==> src/hic_pkg.sv <==
package hic_pkg;

    // Register indices; byte address is four times the index
    localparam logic [9:0] HIC_IDX_ARB = 10'h005;
    localparam logic [9:0] HIC_IDX_TXN = 10'h006;
    localparam logic [9:0] HIC_IDX_TXN2 = 10'h007;
    localparam logic [9:0] HIC_IDX_PRIO = 10'h00C;
    localparam logic [9:0] HIC_IDX_PWRDET = 10'h017;
    localparam logic [9:0] HIC_IDX_RECOV = 10'h01C;
    localparam logic [9:0] HIC_IDX_PCHECK = 10'h01E;
    localparam logic [9:0] HIC_IDX_LPWR = 10'h023;
    localparam logic [9:0] HIC_IDX_LWA = 10'h02D;
    localparam logic [9:0] HIC_IDX_STATUS = 10'h030;
    localparam logic [9:0] HIC_IDX_CLUMP = 10'h05C;
    localparam logic [9:0] HIC_IDX_LCTL = 10'h0C8;

    // Field positions
    localparam int HIC_RECOV_HOLD = 17;
    localparam int HIC_TXN_ORDER = 0;
    localparam int HIC_TXN_STREAM = 1;
    localparam int HIC_TXN_EXTWB = 9;
    localparam int HIC_TXN_RSPBUF = 13;
    localparam int HIC_TXN_PWRLO = 15;
    localparam int HIC_TXN_PWRHI = 16;
    localparam int HIC_TXN_SPRD = 17;
    localparam int HIC_TXN_DISPBYP = 25;
    localparam int HIC_TXN_TAGFIX = 30;
    localparam int HIC_TXN2_BYTEOPT = 0;
    localparam int HIC_TXN2_STPDLY = 1;
    localparam int HIC_TXN2_SMMDLY = 2;
    localparam int HIC_TXN2_DROPZ = 15;
    localparam int HIC_PRIO_1A = 0;
    localparam int HIC_PRIO_1B = 2;
    localparam int HIC_PRIO_MC = 4;
    localparam int HIC_LPWR_TXRST = 28;
    localparam int HIC_LWA_WCOMB = 4;
    localparam int HIC_LWA_DLL = 6;
    localparam int HIC_ARB_WRR = 2;
    localparam int HIC_ARB_WACK = 9;
    localparam int HIC_ARB_TDONE = 10;
    localparam int HIC_PWRDET_C3 = 30;
    localparam int HIC_CLUMP_23 = 3;
    localparam int HIC_CLUMP_F10 = 16;
    localparam int HIC_CLUMP_1112 = 18;
    localparam int HIC_LCTL_ISOC = 12;

    // Field values and reset values
    localparam logic [1:0] HIC_PWR_DECODE_ON = 2'h3;
    localparam logic [31:0] HIC_REG_RESET = 32'h0000_0000;
    localparam logic [2:0] HIC_CLUMP_RESET = 3'h0;

    // AXI responses
    localparam logic [1:0] HIC_RESP_OKAY = 2'h0;
    localparam logic [1:0] HIC_RESP_SLVERR = 2'h2;

endpackage : hic_pkg

==> src/hic_link_config.sv <==
`timescale 1ns/10ps
module hic_link_config (
    input wire logic aclk,
    input wire logic aresetn,
    input wire logic [11:0] s_axi_awaddr,
    input wire logic s_axi_awvalid,
    output logic s_axi_awready,
    input wire logic [31:0] s_axi_wdata,
    input wire logic [3:0] s_axi_wstrb,
    input wire logic s_axi_wvalid,
    output logic s_axi_wready,
    output logic [1:0] s_axi_bresp,
    output logic s_axi_bvalid,
    input wire logic s_axi_bready,
    input wire logic [11:0] s_axi_araddr,
    input wire logic s_axi_arvalid,
    output logic s_axi_arready,
    output logic [31:0] s_axi_rdata,
    output logic [1:0] s_axi_rresp,
    output logic s_axi_rvalid,
    input wire logic s_axi_rready,
    input wire logic link_stop_request,
    input wire logic link_recovery,
    input wire logic link_disconnect,
    input wire logic ls1_mode,
    input wire logic link_retrain,
    input wire logic gsm_dma_seen,
    input wire logic c3_state,
    input wire logic warm_reset,
    output logic link_stop_allow,
    output logic write_pass_read_en,
    output logic cpu_write_stream_en,
    output logic ext_write_buffer_en,
    output logic extra_rsp_buffer_en,
    output logic special_read_pass_en,
    output logic power_cycle_decode_en,
    output logic display_handshake_bypass,
    output logic tag_fix_en,
    output logic io_byte_write_opt_en,
    output logic drop_zero_mask_en,
    output logic stop_clock_delay_en,
    output logic upstream_smm_delay_en,
    output logic [1:0] stage1a_priority,
    output logic [1:0] stage1b_priority,
    output logic [1:0] memory_client_priority,
    output logic link_tx_reset,
    output logic link_dll_reset,
    output logic write_combine_wa_en,
    output logic rw_wrr_en,
    output logic [31:0] protocol_check_en,
    output logic write_ack_fifo_wa_en,
    output logic target_done_wa_en,
    output logic gsm_dma_detect,
    output logic [2:0] unit_id_clump,
    output logic isochronous_flow_mode
);

    // Byte-lane merge for every writable word
    function automatic logic [31:0] hic_merge(input logic [31:0] old_word,
                                              input logic [31:0] new_word,
                                              input logic [3:0] strb);
        logic [31:0] res;
        res = old_word;
        for (int b = 0; b < 4; b++) begin
            if (strb[b]) begin
                res[8*b +: 8] = new_word[8*b +: 8];
            end
        end
        return res;
    endfunction : hic_merge

    // Word index from a byte address
    function automatic logic [9:0] hic_index(input logic [11:0] addr);
        return addr[11:2];
    endfunction : hic_index

    logic [31:0] arb_r, txn_r, txn2_r, prio_r, pwrdet_r, recov_r;
    logic [31:0] pcheck_r, lpwr_r, lwa_r;
    logic [2:0] clump_r;
    logic lctl_isoc_r;
    logic [11:0] awaddr_r;
    logic [31:0] wdata_r;
    logic [3:0] wstrb_r;
    logic aw_got_r, w_got_r;
    logic disc_q_r, retrain_q_r;
    logic do_write;
    logic [9:0] wr_idx;
    logic wr_hit;
    logic [31:0] rd_word;
    logic rd_hit;
    logic [31:0] clump_word, lctl_word, clump_merged, lctl_merged;

    assign do_write = aw_got_r && w_got_r && !s_axi_bvalid;
    assign wr_idx = hic_index(awaddr_r);

    // Sparse words laid out at their bit positions, shared by write merge and read mux
    assign clump_word = {13'h0000, clump_r[2], 1'b0, clump_r[1], 12'h000, clump_r[0], 3'h0};
    assign lctl_word = {19'h00000, lctl_isoc_r, 12'h000};
    assign clump_merged = hic_merge(clump_word, wdata_r, wstrb_r);
    assign lctl_merged = hic_merge(lctl_word, wdata_r, wstrb_r);

    // Address and data are taken independently, in either order
    always_ff @(posedge aclk) begin
        if (!aresetn) begin
            s_axi_awready <= 1'b1;
            aw_got_r <= 1'b0;
            awaddr_r <= 12'h000;
        end else if (s_axi_awvalid && s_axi_awready) begin
            s_axi_awready <= 1'b0;
            aw_got_r <= 1'b1;
            awaddr_r <= s_axi_awaddr;
        end else if (s_axi_bvalid && s_axi_bready) begin
            s_axi_awready <= 1'b1;
            aw_got_r <= 1'b0;
        end
    end

    always_ff @(posedge aclk) begin
        if (!aresetn) begin
            s_axi_wready <= 1'b1;
            w_got_r <= 1'b0;
            wdata_r <= 32'h0000_0000;
            wstrb_r <= 4'h0;
        end else if (s_axi_wvalid && s_axi_wready) begin
            s_axi_wready <= 1'b0;
            w_got_r <= 1'b1;
            wdata_r <= s_axi_wdata;
            wstrb_r <= s_axi_wstrb;
        end else if (s_axi_bvalid && s_axi_bready) begin
            s_axi_wready <= 1'b1;
            w_got_r <= 1'b0;
        end
    end

    // Write decode; unmapped and status words answer SLVERR
    always_comb begin
        unique case (wr_idx)
            hic_pkg::HIC_IDX_ARB, hic_pkg::HIC_IDX_TXN, hic_pkg::HIC_IDX_TXN2,
            hic_pkg::HIC_IDX_PRIO, hic_pkg::HIC_IDX_PWRDET, hic_pkg::HIC_IDX_RECOV,
            hic_pkg::HIC_IDX_PCHECK, hic_pkg::HIC_IDX_LPWR, hic_pkg::HIC_IDX_LWA,
            hic_pkg::HIC_IDX_CLUMP, hic_pkg::HIC_IDX_LCTL: wr_hit = 1'b1;
            default: wr_hit = 1'b0;
        endcase
    end

    always_ff @(posedge aclk) begin
        if (!aresetn) begin
            s_axi_bvalid <= 1'b0;
            s_axi_bresp <= hic_pkg::HIC_RESP_OKAY;
        end else if (do_write) begin
            s_axi_bvalid <= 1'b1;
            s_axi_bresp <= wr_hit ? hic_pkg::HIC_RESP_OKAY : hic_pkg::HIC_RESP_SLVERR;
        end else if (s_axi_bready) begin
            s_axi_bvalid <= 1'b0;
        end
    end

    // Plain control words, byte-lane merged
    always_ff @(posedge aclk) begin
        if (!aresetn) begin
            arb_r <= hic_pkg::HIC_REG_RESET;
            txn_r <= hic_pkg::HIC_REG_RESET;
            txn2_r <= hic_pkg::HIC_REG_RESET;
            prio_r <= hic_pkg::HIC_REG_RESET;
            pwrdet_r <= hic_pkg::HIC_REG_RESET;
            recov_r <= hic_pkg::HIC_REG_RESET;
            pcheck_r <= hic_pkg::HIC_REG_RESET;
            lpwr_r <= hic_pkg::HIC_REG_RESET;
            lwa_r <= hic_pkg::HIC_REG_RESET;
        end else if (do_write) begin
            unique case (wr_idx)
                hic_pkg::HIC_IDX_ARB: arb_r <= hic_merge(arb_r, wdata_r, wstrb_r);
                hic_pkg::HIC_IDX_TXN: txn_r <= hic_merge(txn_r, wdata_r, wstrb_r);
                hic_pkg::HIC_IDX_TXN2: txn2_r <= hic_merge(txn2_r, wdata_r, wstrb_r);
                hic_pkg::HIC_IDX_PRIO: prio_r <= hic_merge(prio_r, wdata_r, wstrb_r);
                hic_pkg::HIC_IDX_PWRDET: pwrdet_r <= hic_merge(pwrdet_r, wdata_r, wstrb_r);
                hic_pkg::HIC_IDX_RECOV: recov_r <= hic_merge(recov_r, wdata_r, wstrb_r);
                hic_pkg::HIC_IDX_PCHECK: pcheck_r <= hic_merge(pcheck_r, wdata_r, wstrb_r);
                hic_pkg::HIC_IDX_LPWR: lpwr_r <= hic_merge(lpwr_r, wdata_r, wstrb_r);
                hic_pkg::HIC_IDX_LWA: lwa_r <= hic_merge(lwa_r, wdata_r, wstrb_r);
                default: ;
            endcase
        end
    end

    // Clumping: live at once, wiped by warm reset which wins over a write
    always_ff @(posedge aclk) begin
        if (!aresetn || warm_reset) begin
            clump_r <= hic_pkg::HIC_CLUMP_RESET;
        end else if (do_write && wr_idx == hic_pkg::HIC_IDX_CLUMP) begin
            clump_r <= {clump_merged[hic_pkg::HIC_CLUMP_1112],
                        clump_merged[hic_pkg::HIC_CLUMP_F10],
                        clump_merged[hic_pkg::HIC_CLUMP_23]};
        end
    end

    // Isochronous enable is staged; the live mode loads only at warm reset
    always_ff @(posedge aclk) begin
        if (!aresetn) begin
            lctl_isoc_r <= 1'b0;
            isochronous_flow_mode <= 1'b0;
        end else begin
            if (do_write && wr_idx == hic_pkg::HIC_IDX_LCTL) begin
                lctl_isoc_r <= lctl_merged[hic_pkg::HIC_LCTL_ISOC];
            end
            if (warm_reset) begin
                isochronous_flow_mode <= lctl_isoc_r;
            end
        end
    end

    // Read mux; status word shows live state
    always_comb begin
        rd_hit = 1'b1;
        unique case (hic_index(s_axi_araddr))
            hic_pkg::HIC_IDX_ARB: rd_word = arb_r;
            hic_pkg::HIC_IDX_TXN: rd_word = txn_r;
            hic_pkg::HIC_IDX_TXN2: rd_word = txn2_r;
            hic_pkg::HIC_IDX_PRIO: rd_word = prio_r;
            hic_pkg::HIC_IDX_PWRDET: rd_word = pwrdet_r;
            hic_pkg::HIC_IDX_RECOV: rd_word = recov_r;
            hic_pkg::HIC_IDX_PCHECK: rd_word = pcheck_r;
            hic_pkg::HIC_IDX_LPWR: rd_word = lpwr_r;
            hic_pkg::HIC_IDX_LWA: rd_word = lwa_r;
            hic_pkg::HIC_IDX_CLUMP: rd_word = clump_word;
            hic_pkg::HIC_IDX_LCTL: rd_word = lctl_word;
            hic_pkg::HIC_IDX_STATUS: rd_word = {29'h00000000, isochronous_flow_mode,
                                                link_stop_allow, link_recovery};
            default: begin
                rd_word = 32'h0000_0000;
                rd_hit = 1'b0;
            end
        endcase
    end

    // One read at a time; data captured as the address is taken
    always_ff @(posedge aclk) begin
        if (!aresetn) begin
            s_axi_arready <= 1'b1;
            s_axi_rvalid <= 1'b0;
            s_axi_rdata <= 32'h0000_0000;
            s_axi_rresp <= hic_pkg::HIC_RESP_OKAY;
        end else if (s_axi_arvalid && s_axi_arready) begin
            s_axi_arready <= 1'b0;
            s_axi_rvalid <= 1'b1;
            s_axi_rdata <= rd_word;
            s_axi_rresp <= rd_hit ? hic_pkg::HIC_RESP_OKAY : hic_pkg::HIC_RESP_SLVERR;
        end else if (s_axi_rvalid && s_axi_rready) begin
            s_axi_arready <= 1'b1;
            s_axi_rvalid <= 1'b0;
        end
    end

    // Link events: disconnect exit and retrain edges
    always_ff @(posedge aclk) begin
        if (!aresetn) begin
            disc_q_r <= 1'b0;
            retrain_q_r <= 1'b0;
            link_tx_reset <= 1'b0;
            link_dll_reset <= 1'b0;
        end else begin
            disc_q_r <= link_disconnect;
            retrain_q_r <= link_retrain;
            link_tx_reset <= lpwr_r[hic_pkg::HIC_LPWR_TXRST] && ls1_mode
                             && disc_q_r && !link_disconnect;
            link_dll_reset <= lwa_r[hic_pkg::HIC_LWA_DLL] && link_retrain
                              && !retrain_q_r;
        end
    end

    // Gating of stop-allow and shared-memory DMA detection
    always_ff @(posedge aclk) begin
        if (!aresetn) begin
            link_stop_allow <= 1'b0;
            gsm_dma_detect <= 1'b0;
        end else begin
            link_stop_allow <= link_stop_request
                && !(recov_r[hic_pkg::HIC_RECOV_HOLD] && link_recovery);
            gsm_dma_detect <= gsm_dma_seen
                && (!pwrdet_r[hic_pkg::HIC_PWRDET_C3] || c3_state);
        end
    end

    // Control outputs drawn from the words; one cycle behind a write
    always_ff @(posedge aclk) begin
        if (!aresetn) begin
            write_pass_read_en <= 1'b1;
            cpu_write_stream_en <= 1'b0;
            ext_write_buffer_en <= 1'b0;
            extra_rsp_buffer_en <= 1'b0;
            special_read_pass_en <= 1'b0;
            power_cycle_decode_en <= 1'b0;
            display_handshake_bypass <= 1'b0;
            tag_fix_en <= 1'b0;
            io_byte_write_opt_en <= 1'b0;
            drop_zero_mask_en <= 1'b0;
            stop_clock_delay_en <= 1'b0;
            upstream_smm_delay_en <= 1'b0;
            stage1a_priority <= 2'h0;
            stage1b_priority <= 2'h0;
            memory_client_priority <= 2'h0;
            write_combine_wa_en <= 1'b0;
            rw_wrr_en <= 1'b0;
            protocol_check_en <= 32'h0000_0000;
            write_ack_fifo_wa_en <= 1'b0;
            target_done_wa_en <= 1'b0;
            unit_id_clump <= 3'h0;
        end else begin
            write_pass_read_en <= !txn_r[hic_pkg::HIC_TXN_ORDER];
            cpu_write_stream_en <= txn_r[hic_pkg::HIC_TXN_STREAM];
            ext_write_buffer_en <= txn_r[hic_pkg::HIC_TXN_EXTWB];
            extra_rsp_buffer_en <= txn_r[hic_pkg::HIC_TXN_RSPBUF];
            special_read_pass_en <= txn_r[hic_pkg::HIC_TXN_SPRD];
            power_cycle_decode_en <= txn_r[hic_pkg::HIC_TXN_PWRHI:hic_pkg::HIC_TXN_PWRLO]
                                     == hic_pkg::HIC_PWR_DECODE_ON;
            display_handshake_bypass <= txn_r[hic_pkg::HIC_TXN_DISPBYP];
            tag_fix_en <= txn_r[hic_pkg::HIC_TXN_TAGFIX];
            io_byte_write_opt_en <= txn2_r[hic_pkg::HIC_TXN2_BYTEOPT];
            drop_zero_mask_en <= txn2_r[hic_pkg::HIC_TXN2_DROPZ];
            stop_clock_delay_en <= txn2_r[hic_pkg::HIC_TXN2_STPDLY];
            upstream_smm_delay_en <= txn2_r[hic_pkg::HIC_TXN2_SMMDLY];
            stage1a_priority <= prio_r[hic_pkg::HIC_PRIO_1A +: 2];
            stage1b_priority <= prio_r[hic_pkg::HIC_PRIO_1B +: 2];
            memory_client_priority <= prio_r[hic_pkg::HIC_PRIO_MC +: 2];
            write_combine_wa_en <= lwa_r[hic_pkg::HIC_LWA_WCOMB];
            rw_wrr_en <= arb_r[hic_pkg::HIC_ARB_WRR];
            protocol_check_en <= pcheck_r;
            write_ack_fifo_wa_en <= arb_r[hic_pkg::HIC_ARB_WACK];
            target_done_wa_en <= arb_r[hic_pkg::HIC_ARB_TDONE];
            unit_id_clump <= warm_reset ? 3'h0 : clump_r;
        end
    end
endmodule : hic_link_config

==> config.mk <==
export PLATFORM = sky130hd
export DESIGN_NAME = hic_link_config
export DESIGN_NICKNAME = d
export VERILOG_FILES = /design/src/hic_pkg.sv /design/src/hic_link_config.sv
export SDC_FILE = /design/constraint.sdc
export NUM_CORES = 1
export LEC_CHECK = 0
export ABC_AREA = 1
export BUFFER_PORTS_ARGS = -buffer_cell sky130_fd_sc_hd__buf_2
export CELL_PAD_IN_SITES_DETAIL_PLACEMENT = 2
export CELL_PAD_IN_SITES_GLOBAL_PLACEMENT = 2
export CORE_ASPECT_RATIO = 1.75
export CORE_MARGIN = 8
export CORE_UTILIZATION = 34
export DETAILED_ROUTE_END_ITERATION = 7
export PLACE_DENSITY_LB_ADDON = 0.1
export SLEW_MARGIN = 25
export SYNTH_ARGS = -nofsm -noshare
export SYNTH_HDL_FRONTEND = slang
export SYNTH_SLANG_ARGS = --single-unit
==> constraint.sdc <==
create_clock -name aclk -period 1.7 [get_ports aclk]
set_input_delay 0.085 -clock aclk [delete_from_list [all_inputs] [get_ports aclk]]
set_output_delay 0.085 -clock aclk [all_outputs]
set_load 0.1 [all_outputs]
; Yosys cells after proc, flatten, opt, wreduce, memory -nomap -nowiden
; Index checks and enable logic that the tools add are counted.
[totals]
regBits = 447
in_bits = 75
output_inout_bits = 103
elab_cells = 194
[classes]
n_eq_ne = 24
muxes = 17
bitwise_logic = 1
reduce_logical = 72
[ops]
columns = op, n
row1 = $pmux 32 s12, 1
row2 = $reduce_and 3->1, 36
row3 = $eq 10x3->1 const B, 6
row4 = $eq 10x5->1 const B, 6
row5 = $eq 10x6->1 const B, 5
row6 = $eq 10x4->1 const B, 2
row7 = $eq 10x7->1 const B, 2
row8 = $eq 10x8->1 const B, 2
row9 = $logic_and 1x1->1, 17
row10 = $mux 1, 14
row11 = $reduce_or 12->1, 1
row12 = $reduce_or 11->1, 1
row13 = $reduce_bool 2->1, 4
row14 = $logic_not 1->1, 7
row15 = $reduce_and 2->1, 3
row16 = $mux 2, 2
row17 = $eq 2x2->1 const B, 1
row18 = $logic_or 1x1->1, 2
row19 = $reduce_or 2->1, 1
row20 = $not 1->1, 1

; Logic depth before layout (Yosys ltp)
; Gate-level depths: netlist of run 1.
[depth]
ltp_word = 4
mapped_depth = 12
depth_no_buf = 11

; Worst setup path before layout of run 1
; No wires, ideal clock.
[synth_path]
path_kind = reg-to-reg
from = reg s_axi_bvalid
to = reg pcheck_r[5]
setup_time_ps = 70
arrival_time_ps = 2040
t_required_ps = 1630
slack_ps = -409
stages_incl_launch_ff = 8
n_path_buf = 1
synth_period_minus_slack_ps = 2109
path_cell_list = dfxtp_1 nor2_4 nand2_2 inv_2 nand3_1 clkbuf_1 o21ai_0 a21oi_1
[synth_via]
elab_chain_len = 3
[synth_lines]
columns = item, line_no
row1 = start: declaration, hic_link_config.sv:13  ; output logic s_axi_bvalid,
row2 = start signal: assignment, hic_link_config.sv:148  ; s_axi_bvalid <= 1'b0;
row3 = start signal: assignment, hic_link_config.sv:151  ; s_axi_bvalid <= 1'b1;
row4 = start signal: assignment, hic_link_config.sv:154  ; s_axi_bvalid <= 1'b0;
row5 = $logic_not 1->1, hic_link_config.sv:93  ; assign do_write = aw_got_r && w_got_r && !s_axi_bvalid;
row6 = $logic_and 1x1->1, hic_link_config.sv:93
row7 = $reduce_and 3->1 (no source line), -
row8 = end signal: assignment, hic_link_config.sv:167  ; pcheck_r <= hic_pkg::HIC_REG_RESET;
row9 = end signal: assignment, hic_link_config.sv:178  ; hic_pkg::HIC_IDX_PCHECK: pcheck_r <= hic_merge(pcheck_r, wdata_r, wstrb_r);
row10 = end: declaration, hic_link_config.sv:78  ; logic [31:0] pcheck_r, lpwr_r, lwa_r;
; Every way passes these cells.
; A chain may end at the register's enable or synchronous reset.

; Final worst setup path of run 1
[layout_path]
from = reg awaddr_r[8]
to = reg txn_r[19]
[layout_via]
elab_chain_len = 2
[layout_lines]
columns = item, line_no
row1 = start: declaration, hic_link_config.sv:81  ; logic [11:0] awaddr_r;
row2 = start signal: assignment, hic_link_config.sv:111  ; awaddr_r <= s_axi_awaddr;
row3 = $eq 10x3->1, hic_link_config.sv:171  ; unique case (wr_idx)
row4 = $reduce_and 3->1 (no source line), -
row5 = end signal: assignment, hic_link_config.sv:162  ; txn_r <= hic_pkg::HIC_REG_RESET;
row6 = end signal: assignment, hic_link_config.sv:173  ; hic_pkg::HIC_IDX_TXN: txn_r <= hic_merge(txn_r, wdata_r, wstrb_r);
row7 = end: declaration, hic_link_config.sv:77  ; logic [31:0] arb_r, txn_r, txn2_r, prio_r, pwrdet_r, recov_r;
; Every way passes these cells.

==> flow_summary.toml, run 1 <==
[drt]
drtIter0Drc = 879
vias_per_cell = 5.393
drt-pass1-iter-count = 5
ant_nets = 0
drc_errors = 0
vias = 19460
wire_per_inst_microns = 25.14
totalWireLength_microns = 90710

[global_routing]
grt_pass1_vias = 21460
grt_overflow_total = 0
grtUsageMet1_pct = 28.97
grt.total_usage_pct = 27.68
use_met3_pct = 3.110
top_usage_layer = "met2"
grt_pass1_wl_microns = 129500
grt_antenna_before_repair = 3
use_met2_pct = 52.47
grt_max_degree = 80

[logic_synthesis]
synth-seq-cells = 443
yosysTopAreaCell = "dfxtp_1"
syn-mean-instance-area_sq_um = 7.210
synth_most_common_cell = "nand2_1"
synth.cell_area_sq_mm = 0.01818
yosysUniqueCellTypes = 28
synth_top_area_share_pct = 48.79
synth.top_cells.by_count = "nand2_1 (499), dfxtp_1 (443), a21oi_1 (368)"
syn_inst = 2521
seq_area_frac_synth_pct = 48.79
synth_area_leaders = "dfxtp_1 (49%), nand2_1 (10%), a21oi_1 (10%)"
async_flop_share_pct = 0
synth-main-ff-cell = "dfxtp_1"
synth-edff-count = 0
yosys_warnings = 0

[sta]
holdWs_ns = 0.03150
setup_slack_ns = -0.1792
skew_ns = 0.02746
rsz0062_at_grt = "true"
fin_crit_ns = 1.879
worstMarginPinSlew_ns = 0.5553
hold_viol = 0
setup_viol = 198
max_freq_mhz = 532.1
slew-limit-headroom_pct = 62.89
fin_crit_sh_pct = 110.5
drv_slew = 0

[pwr]
seqPwrFrac_pct = 47.8
finalPower_mw = 22.51
intPower_mw = 16.64
switching_share_pct = 26.07
p_leak_nw = 10.41
peakVddDrop_uv = 723.1
p_switching_mw = 5.869
power_density_mw_per_mm2 = 918.7
clkPwrFrac_pct = 44.9
combPwrFrac_pct = 7.3

[cts]
cts_root_buffer = "clkbuf_16"
clk_pin_slew_ns = 0.08
cts_buffers = 44
clk_latency_ns = 0.59
tritoncts = "done"
clockBufferDepth = 3
cts_sinks = 443
cts-htree-levels = 2

[setup_path]
cp.arrival_ns = 2.39
critical_path.cell_chain = "nor2_4 > inv_4 > nor2_4 > inv_4 > nor2_8 > buf_4 > nand2_8 > nor2_4 > buf_12 > o21ai_0 > a21oi_1"
crit_slowest_cell = "dfxtp_2"
required_ns = 2.21
criticalPathCategory = "reg -> reg"
slowest_delay_ns = 0.35
startpoint_type = "flop"
critPathCaptureType = "flop"
cp_max_fo = 16
cp_common_cell = "nor2_4"
rr_worst_depth = 11

[run]
max-cap-violations = 0

[final_layout]
area_growth_pct = 34.82
multi_input_area_sq_mm = 0.008087
stdcell_area_sq_mm = 0.02451
regArea_sq_mm = 0.008896
drive_above_1_share_pct = 22.24
fin_nets = 2959
fin_cells = 3608
filler_cell_count = 6114

[floorplanning]
num_rows = 112
initial_core_util_pct = 34.23
ios = 178
die_area_sq_mm = 0.06141
die_y_microns = 321.9
chipWidth_microns = 190.8
core_region_area_sq_mm = 0.05311

[place]
dp.cells = 3408
placed_area_sq_mm = 0.02119
hpwl_microns = 58540
dp_slack_ns = -0.2672
numPortBuffers = 171
globalplace.congestion = 0.8767

[hold_path]
hold_class = "in -> reg"
holdPathStages = 4

[outcome]
status = "complete, but fails checks"
failed_checks = "setup timing"
## repair_timing
action	CTS	global route
hold buffers	57	0
endpoints found under the hold margin	83	0
pin swaps	16	40
buffers inserted	18	30
gates resized for setup	76	188
setup endpoints to repair	259	291
cloned	3	9
## power by group through the flow
stage | registers (mW) | logic [mW] | clock network (mW)
finish | 10.8 | 1.64 | 10.1
global route | 10.8 | 1.73 | 10.7
CTS | 10.7 | 1.50 | 10.3
detailed placement | 11.0 | 1.34 | 0
global placement | 11.0 | 1.29 | 0
floorplan | 11.0 | 0.618 | 0
## kinds of logic (layout without fill, tap and decap cells)
group           Yosys count  after routing  share of synthesized area [%]
compound gates          641            641                          17.68
flops                   443            443                          48.79
simple gates           1002           1003                          23.92
buf+inv                 434            829                          9.595
other cells               1              8                        0.02063
## layout by cell type, fill, tap and decap left out, drive strengths merged
cell type,synthesis,routed
clkbuf,75,72
diode,0,6
nand4,10,10
nor2,227,227
nand3,241,241
and3,1,1
bufinv,0,1
o211ai,1,1
inv,288,288
o21a,1,1
a21oi,368,368
dlygate4sd3,0,57
conb,1,2
o21ai,271,271
dfxtp,443,443
clkinv,3,12
nor3,13,13
nor4,1,1
buf,68,396
clkinvlp,0,3
nand2,509,510
## flip-flops by register name, summed over array words and instances, names as in the netlist, 10 cells and up
signal and count:
protocol_check_en 32, recov_r 32, wdata_r 32, prio_r 32, lpwr_r 32, lwa_r 32
arb_r 32, txn_r 32, awaddr_r 10, txn2_r 32, pwrdet_r 32, pcheck_r 32
s_axi_rdata 32
## worst max-delay path, delay by kind of cell (launching register included)
family,cells,cell delay (ns)
simple gates,5,0.72
buf+inv,4,0.48
flops,1,0.35
compound gates,2,0.24
## per-layer routing
| metal | vias up | wire [microns] |
|---|---|---|
| met5 | - | 13 |
| met3 | 219 | 3116 |
| met1 | 9860 | 33660 |
| met2 | 489 | 48860 |
| met4 | 2 | 5053 |
| li1 | 8889 | - |
## final cells by class
cell class / count / area share (%)
inverters: 291 / 4.621
multi-input cells: 1646 / 33.00
repair buffers: 458 / 16.62
well taps: 684 / 3.492
clock inverters: 13 / 0.4391
flip-flops and latches: 443 / 36.30
diodes: 6 / 0.06127
clock buffers: 67 / 5.468
## through the flow
| stage | util [%] | TNS, ns |
|---|---|---|
| floorplan | - | 0 |
| global placement | 39.89 | -4.893 |
| detailed placement | 39.89 | -19.57 |
| CTS | 44.47 | -3.587 |
| global route | 46.14 | -29.59 |
| finish | 46.14 | -13.33 |
## worst paths after layout
kind / start / endpoint / slack [ns]
hold / removal: s_axi_wvalid / wdata_r[31] / 0.03
hold reg to reg: pcheck_r[20] / protocol_check_en[20] / 0.43
setup / recovery: awaddr_r[8] / txn_r[19] / -0.18
setup reg to reg: awaddr_r[8] / txn_r[19] / -0.18
(Power assumes the default switching activity.)
==> run 2: changes to the inputs <==
--- a/config.mk
+++ b/config.mk
@@ -7,11 +7,11 @@
 export LEC_CHECK = 0
 export ABC_AREA = 1
 export BUFFER_PORTS_ARGS = -buffer_cell sky130_fd_sc_hd__buf_2
-export CELL_PAD_IN_SITES_DETAIL_PLACEMENT = 2
-export CELL_PAD_IN_SITES_GLOBAL_PLACEMENT = 2
+export CELL_PAD_IN_SITES_DETAIL_PLACEMENT = 1
+export CELL_PAD_IN_SITES_GLOBAL_PLACEMENT = 1
 export CORE_ASPECT_RATIO = 1.75
 export CORE_MARGIN = 8
-export CORE_UTILIZATION = 34
+export CORE_UTILIZATION = 43
 export DETAILED_ROUTE_END_ITERATION = 7
 export PLACE_DENSITY_LB_ADDON = 0.1
 export SLEW_MARGIN = 25
==> flow_summary.toml, run 2 (synthesized netlist as in run 1, its figures left out) <==
[drt]
drt-pass1-iter-count = 5
drc_errors = 0
ant_nets = 0
vias = 18470
drtIter0Drc = 1020
totalWireLength_microns = 73800
wire_per_inst_microns = 21.63
vias_per_cell = 5.416

[hold_path]
worstHoldStart = "s_axi_wvalid"
hold_class = "in -> reg"
holdPathStages = 5
whs_endpoint = "s_axi_wready"

[final_layout]
drive_above_1_share_pct = 20.36
fin_nets = 2898
area_growth_pct = 29.73
fin_cells = 3411
layout_common_cells = "nand2_1 (481), dfxtp_1 (434), a21oi_1 (333)"
final_common_cell = "nand2_1"

[sta]
holdWs_ns = 0.02730
worstMarginPinSlew_ns = 0.5493
hold_viol = 0
rsz0062_at_grt = "true"
setup_slack_ns = -0.1889
max_freq_mhz = 529.4
fin_crit_sh_pct = 111.1
skew_ns = 0.01788
slew-limit-headroom_pct = 63.63
finalSetupTns_ns = -6.935
setup_viol = 137
drv_slew = 0
fin_crit_ns = 1.889

[global_routing]
grt_pass1_wl_microns = 109800
grt_overflow_total = 0
grt_pass1_vias = 19760
grt_max_degree = 93
grt_antenna_before_repair = 3
grt.total_usage_pct = 28.89

[setup_path]
startpoint_type = "flop"
cp_common_cell = "nor2_4"
cp.arrival_ns = 2.36
required_ns = 2.17
r2r_start = "awaddr_r[9]"
crit_family = "simple AND/OR/NAND/NOR gates"
critPathCaptureType = "flop"
r2r_slack_ns = -0.19
crit_buf_inv = 4
rr_worst_depth = 11
critical_path.cell_chain = "nor2_2 > inv_2 > nor2_4 > inv_4 > nor2_8 > buf_6 > nand2_8 > nor2_4 > buf_12 > o21ai_2 > a21oi_1"
slowest_delay_ns = 0.33
r2r_end = "txn_r[26]"
crit_slowest_cell = "dfxtp_1"
criticalPathCategory = "reg -> reg"
cp_max_fo = 8

[floorplanning]
initial_core_util_pct = 43.55
core_region_area_sq_mm = 0.04174
die_y_microns = 288.0
num_rows = 99
die_area_sq_mm = 0.04937
ios = 178
chipWidth_microns = 171.4

[place]
globalplace.congestion = 0.9183
numPortBuffers = 171
dp.cells = 3247
dp_slack_ns = -0.1276
hpwl_microns = 49760

[cts]
cts_root_buffer = "clkbuf_16"
clk_latency_ns = 0.56
cts-htree-levels = 2
cts_sinks = 443
clk_pin_slew_ns = 0.07
clockBufferDepth = 3
cts_buffers = 42
tritoncts = "done"

[pwr]
p_switching_mw = 5.403
switching_share_pct = 24.90
intPower_mw = 16.30
clkPwrFrac_pct = 43.8
p_leak_nw = 9.868
power_density_mw_per_mm2 = 920.2
seqPwrFrac_pct = 49.5
combPwrFrac_pct = 6.7
peakVddDrop_uv = 740.5

[outcome]
status = "complete, but fails checks"
failed_checks = "setup timing"

[run]
max-cap-violations = 0
-- run 2: cell count changes in the layout (fill, tap and decap cells not counted), sizes merged, moves of 3 or more --
cell | before | now
clkinv | 12 | 9
buf | 396 | 338
diode | 6 | 3
clkbuf | 72 | 69
-- run 2: how the worst max path moves through the flow --
| stage | endpoint | from | cells after the start |
|---|---|---|---|
| floorplan | recov_r[30] | s_axi_bvalid | 8 |
| CTS | arb_r[16] | awaddr_r[11] | 11 |
| global route | txn_r[26] | awaddr_r[9] | 11 |
| finish | txn_r[26] | awaddr_r[9] | 11 |
| detailed placement | s_axi_rdata[18] | s_axi_araddr[9] | 12 |
| global placement | s_axi_rdata[18] | s_axi_araddr[9] | 12 |
-- run 2: metrics by stage --
step / util [%] / power (mW) / instance area (sq um)
finish: 56.49 / 21.70 / 23580
CTS: 54.75 / 21.73 / 22850
global placement: 49.67 / 12.14 / 20730
global route: 56.49 / 22.33 / 23580
floorplan: - / 11.57 / 18190
detailed placement: 49.67 / 12.18 / 20730
-- run 2: cell type report --
| class | count | area, sq um |
|---|---|---|
| well taps | 555 | 694.4 |
| flip-flops and latches | 443 | 8882 |
| multi-input cells | 1645 | 8050 |
| clock inverters | 10 | 112.6 |
| inverters | 291 | 1119 |
| clock buffers | 64 | 1235 |
| fillers | 5235 | 18160 |
| repair buffers | 400 | 3481 |
| diodes | 3 | 7.507 |
-- run 2: timing repair --
| item | 4_1_cts | 5_1_grt |
|---|---|---|
| buffers inserted | 13 | 15 |
| pin swaps | 9 | 48 |
| endpoints found under the hold margin | 80 | 0 |
| hold buffers | 57 | 0 |
| setup endpoints to repair | 176 | 274 |
| cloned | 0 | 4 |
| gates resized for setup | 44 | 221 |
-- run 2: metal layers --
layer	GRT usage, %	part of all wire [%]
met1	30.30	37
met4	18.77	6.8
met5	0	0
met2	53.22	52
met3	3.251	4.0
-- run 2: worst register-to-register path: cells and delay by family, from the launching register on --
family / cells / cell delay [ns]
simple gates: 5 / 0.74
buf+inv: 4 / 0.44
flops: 1 / 0.33
compound gates: 2 / 0.28
-- run 2: power groups by stage --
| stage | sequential (mW) | combinational [mW] | clock, mW |
|---|---|---|---|
| 4_1_cts | 10.7 | 1.36 | 9.64 |
| 6_report | 10.7 | 1.45 | 9.50 |
| 3_5_place_dp | 11.0 | 1.22 | 0 |
| 2_1_floorplan | 11.0 | 0.618 | 0 |
| 5_1_grt | 10.7 | 1.55 | 10.0 |
| 3_3_place_gp | 10.9 | 1.19 | 0 |
==> run 3: changes to the inputs <==
--- a/config.mk
+++ b/config.mk
@@ -11,7 +11,7 @@
 export CELL_PAD_IN_SITES_GLOBAL_PLACEMENT = 1
 export CORE_ASPECT_RATIO = 1.75
 export CORE_MARGIN = 8
-export CORE_UTILIZATION = 43
+export CORE_UTILIZATION = 46
 export DETAILED_ROUTE_END_ITERATION = 7
 export PLACE_DENSITY_LB_ADDON = 0.1
 export SLEW_MARGIN = 25
==> constraint.sdc (replaced) <==
create_clock -name aclk -period 2.3 [get_ports aclk]
set_input_delay 0.115 -clock aclk [delete_from_list [all_inputs] [get_ports aclk]]
set_output_delay 0.115 -clock aclk [all_outputs]
set_load 0.1 [all_outputs]
==> flow_summary.toml, run 3 (synthesized netlist as in run 1, its figures left out) <==
[drt]
drc_errors = 0
drt-pass1-iter-count = 8
drtIter0Drc = 1004
totalWireLength_microns = 69630
vias_per_cell = 5.529
wire_per_inst_microns = 21.31
vias = 18060
ant_nets = 0

[hold_path]
hold_class = "in -> reg"

[final_layout]
final_common_cell = "nand2_1"
drive_above_1_share_pct = 13.65
layout_common_cells = "nand2_1 (498), dfxtp_1 (443), a21oi_1 (368)"
fin_nets = 2818
area_growth_pct = 19.30
regArea_sq_mm = 0.008869
multi_input_area_sq_mm = 0.007586
filler_cell_count = 5060

[global_routing]
grt_max_degree = 106
grt_overflow_total = 0
grt_antenna_before_repair = 7
grt.total_usage_pct = 29.50
grt_pass1_wl_microns = 107900
grt_pass1_vias = 19440

[pwr]
p_leak_nw = 9.166
combPwrFrac_pct = 5.9
power_density_mw_per_mm2 = 720.9
seqPwrFrac_pct = 50.6
intPower_mw = 11.84
switching_share_pct = 24.27
p_switching_mw = 3.795
peakVddDrop_uv = 497.1
clkPwrFrac_pct = 43.4

[sta]
fin_crit_ns = 2.009
fin_crit_sh_pct = 87.34
max_freq_mhz = 497.8
slew-limit-headroom_pct = 48.03
drv_slew = 0
setup_slack_ns = 0.2913
finalSetupTns_ns = 0
setup_viol = 0
rsz0062_at_grt = "false"
hold_viol = 0
skew_ns = 0.01397
worstMarginPinSlew_ns = 0.7785

[setup_path]
startpoint_type = "flop"
critical_path.cell_chain = "nor2_2 > inv_2 > nor3_1 > nand3_1 > clkinv_1 > buf_12 > nand2_1 > buf_4 > o21ai_0 > a21oi_1"
r2r_slack_ns = 0.29
crit_slowest_cell = "dfxtp_1"
critPathCaptureType = "flop"
cp.arrival_ns = 2.45
cp_max_fo = 18
criticalPathCategory = "reg -> reg"
slowest_delay_ns = 0.35
required_ns = 2.74

[cts]
cts_root_buffer = "clkbuf_16"
cts_hold_buffers = 55
post-cts-setup-buffers = 0
cts_buffers = 42
tritoncts = "done"
postCtsResizedCells = 0
clockBufferDepth = 3
cts-htree-levels = 2
clk_latency_ns = 0.55
cts_sinks = 443
clk_pin_slew_ns = 0.06

[place]
globalplace.congestion = 0.8888
hpwl_microns = 48350
numPortBuffers = 171
dp_slack_ns = 0.3182

[floorplanning]
die_area_sq_mm = 0.04638
chipWidth_microns = 166.3
core_region_area_sq_mm = 0.03916
ios = 178
initial_core_util_pct = 46.42
die_y_microns = 279.0
num_rows = 96

[run]
max-cap-violations = 0

[outcome]
status = "complete, no violations"
## run 3: per-layer routing
layer / up-vias / part of all wire [%] / GRT usage [%]
met5: - / 0 / 0
met4: 0 / 6.4 / 19.11
met3: 210 / 3.9 / 3.719
met2: 455 / 53 / 55.72
met1: 8834 / 37 / 30.22
li1: 8563 / - / -
## run 3: worst paths after layout
check,start,end,cells after the start
setup / recovery,awaddr_r[9],lpwr_r[13],10
hold / removal,aresetn,write_pass_read_en,2
setup reg to reg,awaddr_r[9],lpwr_r[13],10
hold reg to reg,retrain_q_r,link_dll_reset,1
## run 3: critical path: cells and delay by family (launching register included)
kind,cells,cell delay (ns)
buf+inv,4,0.55
compound gates,2,0.23
simple gates,4,0.74
flops,1,0.35
## run 3: area by class of cell
class / count / share of cell area [%]
diodes: 8 / 0.09231
clock buffers: 63 / 5.533
clock inverters: 7 / 0.4443
inverters: 291 / 5.043
multi-input cells: 1645 / 34.98
flip-flops and latches: 443 / 40.90
well taps: 490 / 2.827
repair buffers: 320 / 10.18
## run 3: metrics by stage
step                std cells  util (%)  cell area (sq um)  total power, mW  hold WS, ns
detailed placement       3134     50.61              19820            8.920       0.3195
CTS                      3259     55.33              21670            15.72    0.0002917
global route             3267     55.38              21690            16.08      0.04547
global placement         3134     50.61              19820            8.893       0.3008
finish                   3267     55.38              21690            15.63      0.01726
floorplan                2522         -              18180            8.554       0.1923
## run 3: power by group through the flow
stage	clock [mW]	combinational, mW	sequential [mW]
after floorplan	0	0.457	8.10
after global placement	0	0.813	8.08
after detailed placement	0	0.837	8.08
after CTS	6.89	0.915	7.91
after global routing	7.16	1.00	7.92
final	6.79	0.925	7.92
